===== src/ssp_defines.svh =====
// Purpose: constants of the synchronous serial port
// Assumes: register index times four gives the byte address
// Notes: indices above 6'h18 hold the interrupt registers
`ifndef SSP_DEFINES_SVH
`define SSP_DEFINES_SVH

// register indices
`define SSP_IDX_STATUS 6'h10
`define SSP_IDX_CONTROL 6'h12
`define SSP_IDX_TX0 6'h14
`define SSP_IDX_TX1 6'h16
`define SSP_IDX_RX 6'h18
`define SSP_IDX_IRQ_STAT 6'h1a
`define SSP_IDX_IRQ_CLR 6'h1b
`define SSP_IDX_IRQ_EN 6'h1c

// control fields
`define SSP_CTL_DE0 0
`define SSP_CTL_DE1 1
`define SSP_CTL_DIV_LO 4
`define SSP_CTL_DIV_HI 5

// status fields
`define SSP_STS_BUSY 0
`define SSP_STS_DONE 1
`define SSP_STS_ERR 2

// interrupt fields
`define SSP_IRQ_DONE 0
`define SSP_IRQ_ERR 1

// reset values
`define SSP_CTL_RST 16'h0000
`define SSP_STS_RST 16'h0000
`define SSP_BYTE_RST 8'h00

// timing: index of the last bit of a byte
`define SSP_LAST_BIT 3'h7

`endif


===== src/ssp_pkg.sv =====
// Purpose: types of the synchronous serial port
// Assumes: nothing beyond the defines header
// Notes: state of the top and of the synchroniser is one packed struct each
package ssp_pkg;

  typedef enum logic [1:0] {
    ssp_ph_idle = 2'b00,
    ssp_ph_lo = 2'b01,
    ssp_ph_hi = 2'b10
  } ssp_phase_t;

  typedef struct packed {
    logic [1:0] de;
    logic [1:0] div;
    logic [7:0] tx0;
    logic [7:0] tx1;
    logic [7:0] rx;
    logic [7:0] shreg;
    logic done;
    logic err;
    logic rx_mode;
    logic [2:0] bitcnt;
    logic [3:0] divcnt;
    ssp_phase_t phase;
    logic sclk;
    logic sdo;
    logic sdoe;
    logic en0;
    logic en1;
    logic [1:0] ista;
    logic [1:0] ien;
    logic irq;
    logic waitreq;
    logic [15:0] rdata;
    logic rd_done_cap;
  } ssp_state_t;

  typedef struct packed {
    logic s1;
    logic s2;
    logic s3;
    logic out;
  } ssp_sync_t;

endpackage


===== src/ssp_sync3.sv =====
// Purpose: three-stage input synchroniser with agreement filter
// Assumes: din is asynchronous to clk
// Notes: output changes only once stages two and three agree
`timescale 1ns/100ps
module ssp_sync3 (
  // clock and reset
  input wire logic clk,
  input wire logic arst_n,
  // data
  input wire logic din,
  output logic dout
);

  ssp_pkg::ssp_sync_t s_q;
  ssp_pkg::ssp_sync_t s_d;

  always_comb begin
    s_d = s_q;
    s_d.s1 = din;
    s_d.s2 = s_q.s1;
    s_d.s3 = s_q.s2;
    if (s_q.s2 == s_q.s3) begin
      s_d.out = s_q.s3;
    end
  end

  always_ff @(posedge clk or negedge arst_n) begin
    if (!arst_n) begin
      s_q <= '0;
    end else begin
      s_q <= s_d;
    end
  end

  assign dout = s_q.out;

endmodule


===== src/ssp_top.sv =====
// Purpose: synchronous serial port with Avalon-MM register access
// Assumes: one clock; the peripheral drives data on the falling edge
// Notes: bytes move least significant bit first, so bit 7 is last
//
// Contract
// - received byte lands in receive register low byte
// - two transmit registers hold bytes to send
// - control resets zero; enable bits drive outputs
// - both enables set drives only output zero
// - divide field selects clock by 2,4,8,16
// - receive read or transmit write while busy sets the error flag
// - error flag clears while both enables zero
// - done flag sets at bit seven rising edge
// - rx read, tx write, disable clear done
// - status read clears done if it returned done set; set wins
// - busy flag high during any transfer
// - status read-only, upper bits zero, resets zero
`timescale 1ns/100ps
`include "ssp_defines.svh"
module ssp_top #(
  parameter int ADDR_W = 8
) (
  // clock and reset
  input wire logic clk,
  input wire logic arst_n,
  // avalon-mm slave
  input wire logic [ADDR_W-1:0] avs_address,
  input wire logic avs_read,
  input wire logic avs_write,
  input wire logic [31:0] avs_writedata,
  input wire logic [3:0] avs_byteenable,
  output logic [31:0] avs_readdata,
  output logic avs_waitrequest,
  // serial link
  output logic serial_clock,
  input wire logic serial_data_pin_in,
  output logic serial_data_pin_out,
  output logic serial_data_pin_oe,
  output logic peripheral_enable_zero,
  output logic peripheral_enable_one,
  // interrupt
  output logic irq
);

  generate
    if (ADDR_W < 8) begin : g_bad_addr
      $error("ADDR_W must be at least 8");
    end
  endgenerate

  ////////////////////////////////////////////////////////////////////////
  // helpers

  function automatic logic hit(input logic [ADDR_W-1:0] a,
                               input logic [5:0] idx);
    hit = (a[7:2] == idx) && (a[1:0] == 2'b00) &&
          ((a >> 8) == '0);
  endfunction

  // half period of the serial clock minus one, in processor clocks
  function automatic logic [3:0] half_reload(input logic [1:0] div);
    case (div)
      2'b00: half_reload = 4'h0;
      2'b01: half_reload = 4'h1;
      2'b10: half_reload = 4'h3;
      default: half_reload = 4'h7;
    endcase
  endfunction

  ////////////////////////////////////////////////////////////////////////
  // state

  ssp_pkg::ssp_state_t s_q;
  ssp_pkg::ssp_state_t s_d;
  logic sdi;
  logic req;
  logic acc;
  logic busy;
  logic rd_sts;
  logic rd_rx;
  logic wr_tx0;
  logic wr_tx1;
  logic wr_tx;
  logic wr_ctl;
  logic de_zero;
  logic ev_done;
  logic ev_err;
  logic start_tx;
  logic start_rx;

  // the filter adds four clocks of latency, so at divide by 2 the
  // peripheral must drive early enough for the rising edge sample
  ssp_sync3 u_sync (
    .clk(clk),
    .arst_n(arst_n),
    .din(serial_data_pin_in),
    .dout(sdi)
  );

  always_comb begin
    s_d = s_q;
    req = avs_read | avs_write;
    acc = req & ~s_q.waitreq;
    busy = s_q.phase != ssp_pkg::ssp_ph_idle;
    rd_sts = acc & avs_read & hit(avs_address, `SSP_IDX_STATUS);
    rd_rx = acc & avs_read & hit(avs_address, `SSP_IDX_RX);
    wr_tx0 = acc & avs_write & avs_byteenable[0] &
             hit(avs_address, `SSP_IDX_TX0);
    wr_tx1 = acc & avs_write & avs_byteenable[0] &
             hit(avs_address, `SSP_IDX_TX1);
    wr_tx = wr_tx0 | wr_tx1;
    wr_ctl = acc & avs_write & avs_byteenable[0] &
             hit(avs_address, `SSP_IDX_CONTROL);
    de_zero = s_q.de == 2'b00;
    ev_done = 1'b0;
    ev_err = busy & (rd_rx | wr_tx);
    start_tx = wr_tx & ~busy & ~de_zero;
    start_rx = rd_rx & ~busy & ~de_zero;

    //////////////////////////////////////////////////////////////////////
    // bus handshake: one wait cycle, data captured before acceptance
    s_d.waitreq = 1'b1;
    if (req & s_q.waitreq) begin
      s_d.waitreq = 1'b0;
      s_d.rdata = 16'h0000;
      s_d.rd_done_cap = s_q.done;
      if (avs_read) begin
        if (hit(avs_address, `SSP_IDX_STATUS)) begin
          s_d.rdata[`SSP_STS_BUSY] = busy;
          s_d.rdata[`SSP_STS_DONE] = s_q.done;
          s_d.rdata[`SSP_STS_ERR] = s_q.err;
        end else if (hit(avs_address, `SSP_IDX_CONTROL)) begin
          s_d.rdata[`SSP_CTL_DE1:`SSP_CTL_DE0] = s_q.de;
          s_d.rdata[`SSP_CTL_DIV_HI:`SSP_CTL_DIV_LO] = s_q.div;
        end else if (hit(avs_address, `SSP_IDX_TX0)) begin
          s_d.rdata[7:0] = s_q.tx0;
        end else if (hit(avs_address, `SSP_IDX_TX1)) begin
          s_d.rdata[7:0] = s_q.tx1;
        end else if (hit(avs_address, `SSP_IDX_RX)) begin
          s_d.rdata[7:0] = s_q.rx;
        end else if (hit(avs_address, `SSP_IDX_IRQ_STAT)) begin
          s_d.rdata[1:0] = s_q.ista;
        end else if (hit(avs_address, `SSP_IDX_IRQ_EN)) begin
          s_d.rdata[1:0] = s_q.ien;
        end
      end
    end

    //////////////////////////////////////////////////////////////////////
    // register writes
    if (wr_ctl) begin
      s_d.de = avs_writedata[`SSP_CTL_DE1:`SSP_CTL_DE0];
      s_d.div = avs_writedata[`SSP_CTL_DIV_HI:`SSP_CTL_DIV_LO];
    end
    // transmit holding registers; ignored while busy
    if (wr_tx0 & ~busy) begin
      s_d.tx0 = avs_writedata[7:0];
    end
    if (wr_tx1 & ~busy) begin
      s_d.tx1 = avs_writedata[7:0];
    end
    if (acc & avs_write & avs_byteenable[0] &
        hit(avs_address, `SSP_IDX_IRQ_EN)) begin
      s_d.ien = avs_writedata[1:0];
    end

    //////////////////////////////////////////////////////////////////////
    // shift engine
    case (s_q.phase)
      ssp_pkg::ssp_ph_idle: begin
        s_d.sclk = 1'b0;
        if (start_tx | start_rx) begin
          s_d.phase = ssp_pkg::ssp_ph_lo;
          s_d.bitcnt = 3'h0;
          s_d.divcnt = half_reload(s_q.div);
          s_d.rx_mode = start_rx;
          s_d.sdoe = start_tx;
          s_d.shreg = wr_tx0 ? avs_writedata[7:0] : s_q.tx1;
          if (wr_tx1) begin
            s_d.shreg = avs_writedata[7:0];
          end
          s_d.sdo = s_d.shreg[0];
        end
      end
      ssp_pkg::ssp_ph_lo: begin
        if (s_q.divcnt != 4'h0) begin
          s_d.divcnt = s_q.divcnt - 4'h1;
        end else begin
          s_d.sclk = 1'b1;
          s_d.phase = ssp_pkg::ssp_ph_hi;
          s_d.divcnt = half_reload(s_q.div);
          if (s_q.rx_mode) begin
            s_d.shreg = {sdi, s_q.shreg[7:1]};
          end
          if (s_q.bitcnt == `SSP_LAST_BIT) begin
            ev_done = 1'b1;
            if (s_q.rx_mode) begin
              s_d.rx = {sdi, s_q.shreg[7:1]};
            end
          end
        end
      end
      ssp_pkg::ssp_ph_hi: begin
        if (s_q.divcnt != 4'h0) begin
          s_d.divcnt = s_q.divcnt - 4'h1;
        end else begin
          s_d.sclk = 1'b0;
          s_d.divcnt = half_reload(s_q.div);
          if (s_q.bitcnt == `SSP_LAST_BIT) begin
            s_d.phase = ssp_pkg::ssp_ph_idle;
            s_d.sdoe = 1'b0;
          end else begin
            s_d.phase = ssp_pkg::ssp_ph_lo;
            s_d.bitcnt = s_q.bitcnt + 3'h1;
            if (!s_q.rx_mode) begin
              s_d.shreg = {1'b0, s_q.shreg[7:1]};
              s_d.sdo = s_q.shreg[1];
            end
          end
        end
      end
      default: begin
        s_d.phase = ssp_pkg::ssp_ph_idle;
      end
    endcase

    // disabling both selects aborts the byte in flight
    if (wr_ctl && s_d.de == 2'b00 && busy) begin
      s_d.phase = ssp_pkg::ssp_ph_idle;
      s_d.sclk = 1'b0;
      s_d.sdoe = 1'b0;
    end

    //////////////////////////////////////////////////////////////////////
    // status flags: clear first, then set so that the set wins
    // done clears
    if (rd_rx | wr_tx | de_zero) begin
      s_d.done = 1'b0;
    end
    // status read clears what it showed
    if (rd_sts & s_q.rd_done_cap) begin
      s_d.done = 1'b0;
    end
    if (ev_done) begin
      s_d.done = 1'b1;
    end
    if (de_zero) begin
      s_d.err = 1'b0;
    end
    if (ev_err) begin
      s_d.err = 1'b1;
    end

    // interrupt status: write one to clear, events win
    if (acc & avs_write & avs_byteenable[0] &
        hit(avs_address, `SSP_IDX_IRQ_CLR)) begin
      s_d.ista = s_q.ista & ~avs_writedata[1:0];
    end
    s_d.ista[`SSP_IRQ_DONE] = s_d.ista[`SSP_IRQ_DONE] | ev_done;
    s_d.ista[`SSP_IRQ_ERR] = s_d.ista[`SSP_IRQ_ERR] | ev_err;
    s_d.irq = |(s_d.ista & s_d.ien);

    s_d.en0 = s_d.de[`SSP_CTL_DE0];
    s_d.en1 = s_d.de[`SSP_CTL_DE1] & ~s_d.de[`SSP_CTL_DE0];
  end

  always_ff @(posedge clk or negedge arst_n) begin
    if (!arst_n) begin
      s_q <= '0;
      s_q.waitreq <= 1'b1;
      s_q.phase <= ssp_pkg::ssp_ph_idle;
      s_q.tx0 <= `SSP_BYTE_RST;
      s_q.tx1 <= `SSP_BYTE_RST;
      s_q.rx <= `SSP_BYTE_RST;
      s_q.rdata <= `SSP_STS_RST;
    end else begin
      s_q <= s_d;
    end
  end

  ////////////////////////////////////////////////////////////////////////
  // outputs

  assign avs_readdata = {16'h0000, s_q.rdata};
  assign avs_waitrequest = s_q.waitreq;
  assign serial_clock = s_q.sclk;
  assign serial_data_pin_out = s_q.sdo;
  assign serial_data_pin_oe = s_q.sdoe;
  assign peripheral_enable_zero = s_q.en0;
  assign peripheral_enable_one = s_q.en1;
  assign irq = s_q.irq;
endmodule


===== config.mk =====
export PLATFORM = sky130hd
export DESIGN_NAME = ssp_top
export DESIGN_NICKNAME = d
export VERILOG_FILES = /design/src/ssp_pkg.sv /design/src/ssp_sync3.sv /design/src/ssp_top.sv
export VERILOG_INCLUDE_DIRS = /design/src
export SDC_FILE = /design/constraint.sdc
export NUM_CORES = 1
export LEC_CHECK = 0
export BUFFER_PORTS_ARGS = -buffer_cell sky130_fd_sc_hd__buf_2
export CAP_MARGIN = 20
export CORE_MARGIN = 3
export CORE_UTILIZATION = 54
export DETAILED_ROUTE_END_ITERATION = 10
export PLACE_DENSITY = 0.76
export SYNTH_ARGS = -nofsm -noshare
export SYNTH_HDL_FRONTEND = slang
export SYNTH_SLANG_ARGS = --single-unit

===== constraint.sdc =====
create_clock -name clk -period 3.1 [get_ports clk]
set_clock_uncertainty 0.2 [all_clocks]
set_input_delay 0.155 -clock clk [delete_from_list [all_inputs] [get_ports clk]]
set_output_delay 0.155 -clock clk [all_outputs]
set_load 0.02 [all_outputs]

==> results.toml <==
[worst_setup_path]
timing.critical_path.to = "s_q[58]$_DFFE_PN0P_"
critical_path_s_largest_stage_delay_ps = 480
worstSetupPathType = "reg -> reg"
wp_data_required_ps = 3120
r2r_end = "s_q[58]$_DFFE_PN0P_"
worst_ep_arrival_time_ps = 2420
cp_cell_sequence = "inv_1 -> ha_1 -> nor2b_1 -> nand4_1 -> mux2_2"
r2r.worst_path.cells = 5
crit_path_start_kind = "flip-flop"
critical_path.endpoint_type = "flip-flop"
worstSetupStartpoint = "s_q[29]$_DFFE_PN0P_"
timing.critical_path.fanout_max = 12
cp_num_buf_inv = 1
path_depth = 5
timing.reg2reg.setup_slack_ps = 710
critical-path-slowest-cell = "sky130_fd_sc_hd__ha_1"
cp_top_delay_family = "simple AND/OR/NAND/NOR gates"
regToRegStartpoint = "s_q[29]$_DFFE_PN0P_"

[clocking]
cts-htree-levels = 3
cts-root-buf = "sky130_fd_sc_hd__clkbuf_8"
cts-buffers-inserted = 9
tritoncts = "done"
cts_buffer_depth = 2
clock-sinks = 70
clock_insertion_delay_worst_skew_ps = 350
cts.clk_slew.worst_paths_ps = 80

[synth]
synthesis.area_per_instance_um2 = 10.65
yosys_most_used_dff = "sky130_fd_sc_hd__dfrtp_1"
yosysWarnings = 0
synth.yosys.seq_area_share_pct = 45.99
synth_cell_types = 55
synth_edf_count = 0
synthArstFlopShare_pct = 100.0
synth.cell_area_um2 = 3811
synth-seq-cells = 70
netlist_instances = 358

[worst_hold_path]
worst_hold_path.num_cells = 2
holdCritPathClass = "in -> reg"

[global_routing]
grt_pass1_wl_um = 13880
overflow = 0
number_of_global_route_vias_before_repair = 2774
aggregate_global_route_resource_usage_pct = 21.15
antenna_found_initial = 0
maximum_number_of_pins_on_one_net_before_global_route_repair = 33

[sta]
max_freq_mhz = 418.0
final_min_period_over_clock_period_pct = 77.17
final_report_setup_violation_count = 0
grt_setup_unrepaired = "false"
final.setup.worst_slack_ps = 707.7
final.setup.tns_ps = 0
layout_min_cycle_time_ps = 2392
slew_hr_pct = 47.89
worst_pin_slew_ps = 776.5
final-hold-violation-count = 0
timing.final.max_slew_violations = 0

[pwr]
power.density_cell_area_nw_per_um2 = 633.7
leakage_nw = 2.046
peakVddDrop_v = 0.0003983

[die]
design.core.area_um2 = 6604
fp.dieArea_um2 = 8102
std_cell_rows = 29
initial_utilization_pct = 57.71
num_io_pins = 88
die_height_um = 90.01
die-width_um = 90.01

[layout]
max_reg_flops = 52
layout-area-overhead-vs-synth_pct = 12.41
final_layout_size_suffix_gt1_share_pct = 24.07
design.final.nets = 455
finish.instance_area_um2 = 4284
antenna_cells = 0
top_register_by_number_of_flip_flops = "s_q"
post_layout_nonfiller_instances = 496

[placed_design]
finalWeightedCongestion = 0.8547
detailedPlace.worstSlack_ps = 642.2
count_of_input_and_output_buffers = 36
hpwlAfterDp_um = 5838
placed_cells_incl_taps = 469
dpl_cell_area_um2 = 3941

[route]
detailedRoute.firstIterationViolations = 194
drc_errors = 0
vias = 2816
wl_per_cell_um = 16.54
route.detailed.vias_per_inst = 5.677
pre_antenna_drt_iters = 4
final_antenna_net_count = 0
drt-total-wl_um = 8203

[status]
result_of_the_run = "finished clean"

[flow_run]
max_cap_violations = 0
per-layer routing:
| metal | global-route usage, % | share of wire [%] | vias to the layer above | wire (um) |
|---|---|---|---|---|
| li1 | - | - | 1324 | - |
| met4 | 6.760 | 1.4 | 0 | 112 |
| met3 | 4.841 | 6.2 | 14 | 508 |
| met5 | 0 | 0 | - | 0 |
| met2 | 33.23 | 46 | 100 | 3808 |
| met1 | 29.16 | 46 | 1378 | 3773 |
cells in the final DEF, fill, tap and decap left out, types with 2 or more instances in the layout:
cell type	instances
sky130_fd_sc_hd__a211oi_1	2
sky130_fd_sc_hd__a21o_1	2
sky130_fd_sc_hd__a21oi_1	10
sky130_fd_sc_hd__a22o_1	10
sky130_fd_sc_hd__a22oi_1	5
sky130_fd_sc_hd__a31oi_1	4
sky130_fd_sc_hd__a32o_1	7
sky130_fd_sc_hd__and3_1	3
sky130_fd_sc_hd__buf_2	36
sky130_fd_sc_hd__buf_4	5
sky130_fd_sc_hd__bufinv_16	2
sky130_fd_sc_hd__clkbuf_8	11
sky130_fd_sc_hd__conb_1	24
sky130_fd_sc_hd__dfrtp_1	69
sky130_fd_sc_hd__dlygate4sd3_1	11
sky130_fd_sc_hd__ha_1	8
sky130_fd_sc_hd__inv_1	11
sky130_fd_sc_hd__mux2_1	7
sky130_fd_sc_hd__mux2_2	32
sky130_fd_sc_hd__mux2i_1	10
sky130_fd_sc_hd__nand2_1	19
sky130_fd_sc_hd__nand2b_1	3
sky130_fd_sc_hd__nand3_1	6
sky130_fd_sc_hd__nand3b_1	3
sky130_fd_sc_hd__nand4_1	4
sky130_fd_sc_hd__nand4b_1	2
sky130_fd_sc_hd__nor2_1	26
sky130_fd_sc_hd__nor2b_1	8
sky130_fd_sc_hd__nor3_1	6
sky130_fd_sc_hd__nor3b_1	2
sky130_fd_sc_hd__o21ai_0	23
sky130_fd_sc_hd__o21ai_1	3
sky130_fd_sc_hd__o22ai_1	2
sky130_fd_sc_hd__o31ai_1	2
through the flow:
step	total power, W	utilization (%)	hold WS, ps
floorplan	0.001677	-	-340.6
global placement	0.001836	59.68	37.28
detailed placement	0.001863	59.68	47.39
CTS	0.002722	64.87	44.37
global route	0.002876	64.87	74.94
finish	0.002715	64.87	47.39
kinds of logic after synthesis:
kind of cell / count (synthesis) / share of synthesized area [%]
AND/OR/NAND/NOR: 91 / 12.61
AO/OA/AOI/OAI: 80 / 14.81
flip-flops: 70 / 45.99
buffers and inverters: 57 / 8.864
multiplexers: 50 / 14.74
adder cells (fa/ha/maj): 9 / 2.889
other: 1 / 0.09840
report_power, final:
| group | internal, W | switching, W | leakage [nW] | total [W] |
|---|---|---|---|---|
| combinational | 0.000303 | 0.000522 | 0.973 | 0.000825 |
| clock | 0.000497 | 0.000358 | 0.116 | 0.000855 |
| sequential | 0.000980 | 0.0000550 | 0.958 | 0.00103 |
repair_timing:
action	4_1_cts	5_1_grt
resized for setup	0	0
hold endpoints to repair	55	0
hold buffers	11	0
buffers inserted	0	0
synthesized netlist by cell type (3+ instances only):
cell / count / area share [%]
sky130_fd_sc_hd__a21oi_1: 10 / 1.3
sky130_fd_sc_hd__a22o_1: 10 / 2.3
sky130_fd_sc_hd__a22oi_1: 5 / 0.99
sky130_fd_sc_hd__a31oi_1: 4 / 0.66
sky130_fd_sc_hd__a32o_1: 7 / 1.8
sky130_fd_sc_hd__and3_1: 3 / 0.49
sky130_fd_sc_hd__buf_2: 3 / 0.39
sky130_fd_sc_hd__buf_4: 32 / 6.3
sky130_fd_sc_hd__clkbuf_1: 9 / 0.89
sky130_fd_sc_hd__dfrtp_1: 69 / 45
sky130_fd_sc_hd__ha_1: 8 / 2.6
sky130_fd_sc_hd__inv_1: 11 / 1.1
sky130_fd_sc_hd__mux2_1: 7 / 2.1
sky130_fd_sc_hd__mux2_2: 32 / 9.5
sky130_fd_sc_hd__mux2i_1: 10 / 2.6
sky130_fd_sc_hd__nand2_1: 19 / 1.9
sky130_fd_sc_hd__nand2b_1: 3 / 0.49
sky130_fd_sc_hd__nand3_1: 6 / 0.79
sky130_fd_sc_hd__nand3b_1: 3 / 0.59
sky130_fd_sc_hd__nand4_1: 4 / 0.66
sky130_fd_sc_hd__nor2_1: 26 / 2.6
sky130_fd_sc_hd__nor2b_1: 8 / 1.3
sky130_fd_sc_hd__nor3_1: 6 / 0.79
sky130_fd_sc_hd__o21ai_0: 23 / 3.0
sky130_fd_sc_hd__o21ai_1: 3 / 0.39
worst reg2reg max path, cell delays in order (launching register included):
cell,delay [ps]
sky130_fd_sc_hd__dfrtp_1,420
sky130_fd_sc_hd__inv_1,110
sky130_fd_sc_hd__ha_1,480
sky130_fd_sc_hd__nor2b_1,200
sky130_fd_sc_hd__nand4_1,430
sky130_fd_sc_hd__mux2_2,440
worst min path at each step:
stage,from,endpoint,slack [ps]
2_1_floorplan,arst_n,avs_readdata[0]$_DFFE_PN0P_,-340
3_3_place_gp,arst_n,u_sync.s_d[2]$_DFF_PN0_,40
3_5_place_dp,arst_n,u_sync.s_q[1]$_DFF_PN0_,50
4_1_cts,avs_write,avs_waitrequest$_DFF_PN1_,40
5_1_grt,avs_write,avs_waitrequest$_DFF_PN1_,70
6_report,avs_write,avs_waitrequest$_DFF_PN1_,50
layout make-up:
| cell class | instances | area [um^2] |
|---|---|---|
| repair buffers | 52 | 327.8 |
| inverters | 11 | 41.29 |
| multi-input cells | 254 | 1813 |
| clock buffers | 11 | 151.4 |
| flip-flops and latches | 70 | 1753 |
| clock inverters | 5 | 81.33 |
| well taps | 93 | 116.4 |
| fillers | 548 | 2320 |
(Power assumes the default switching activity.)
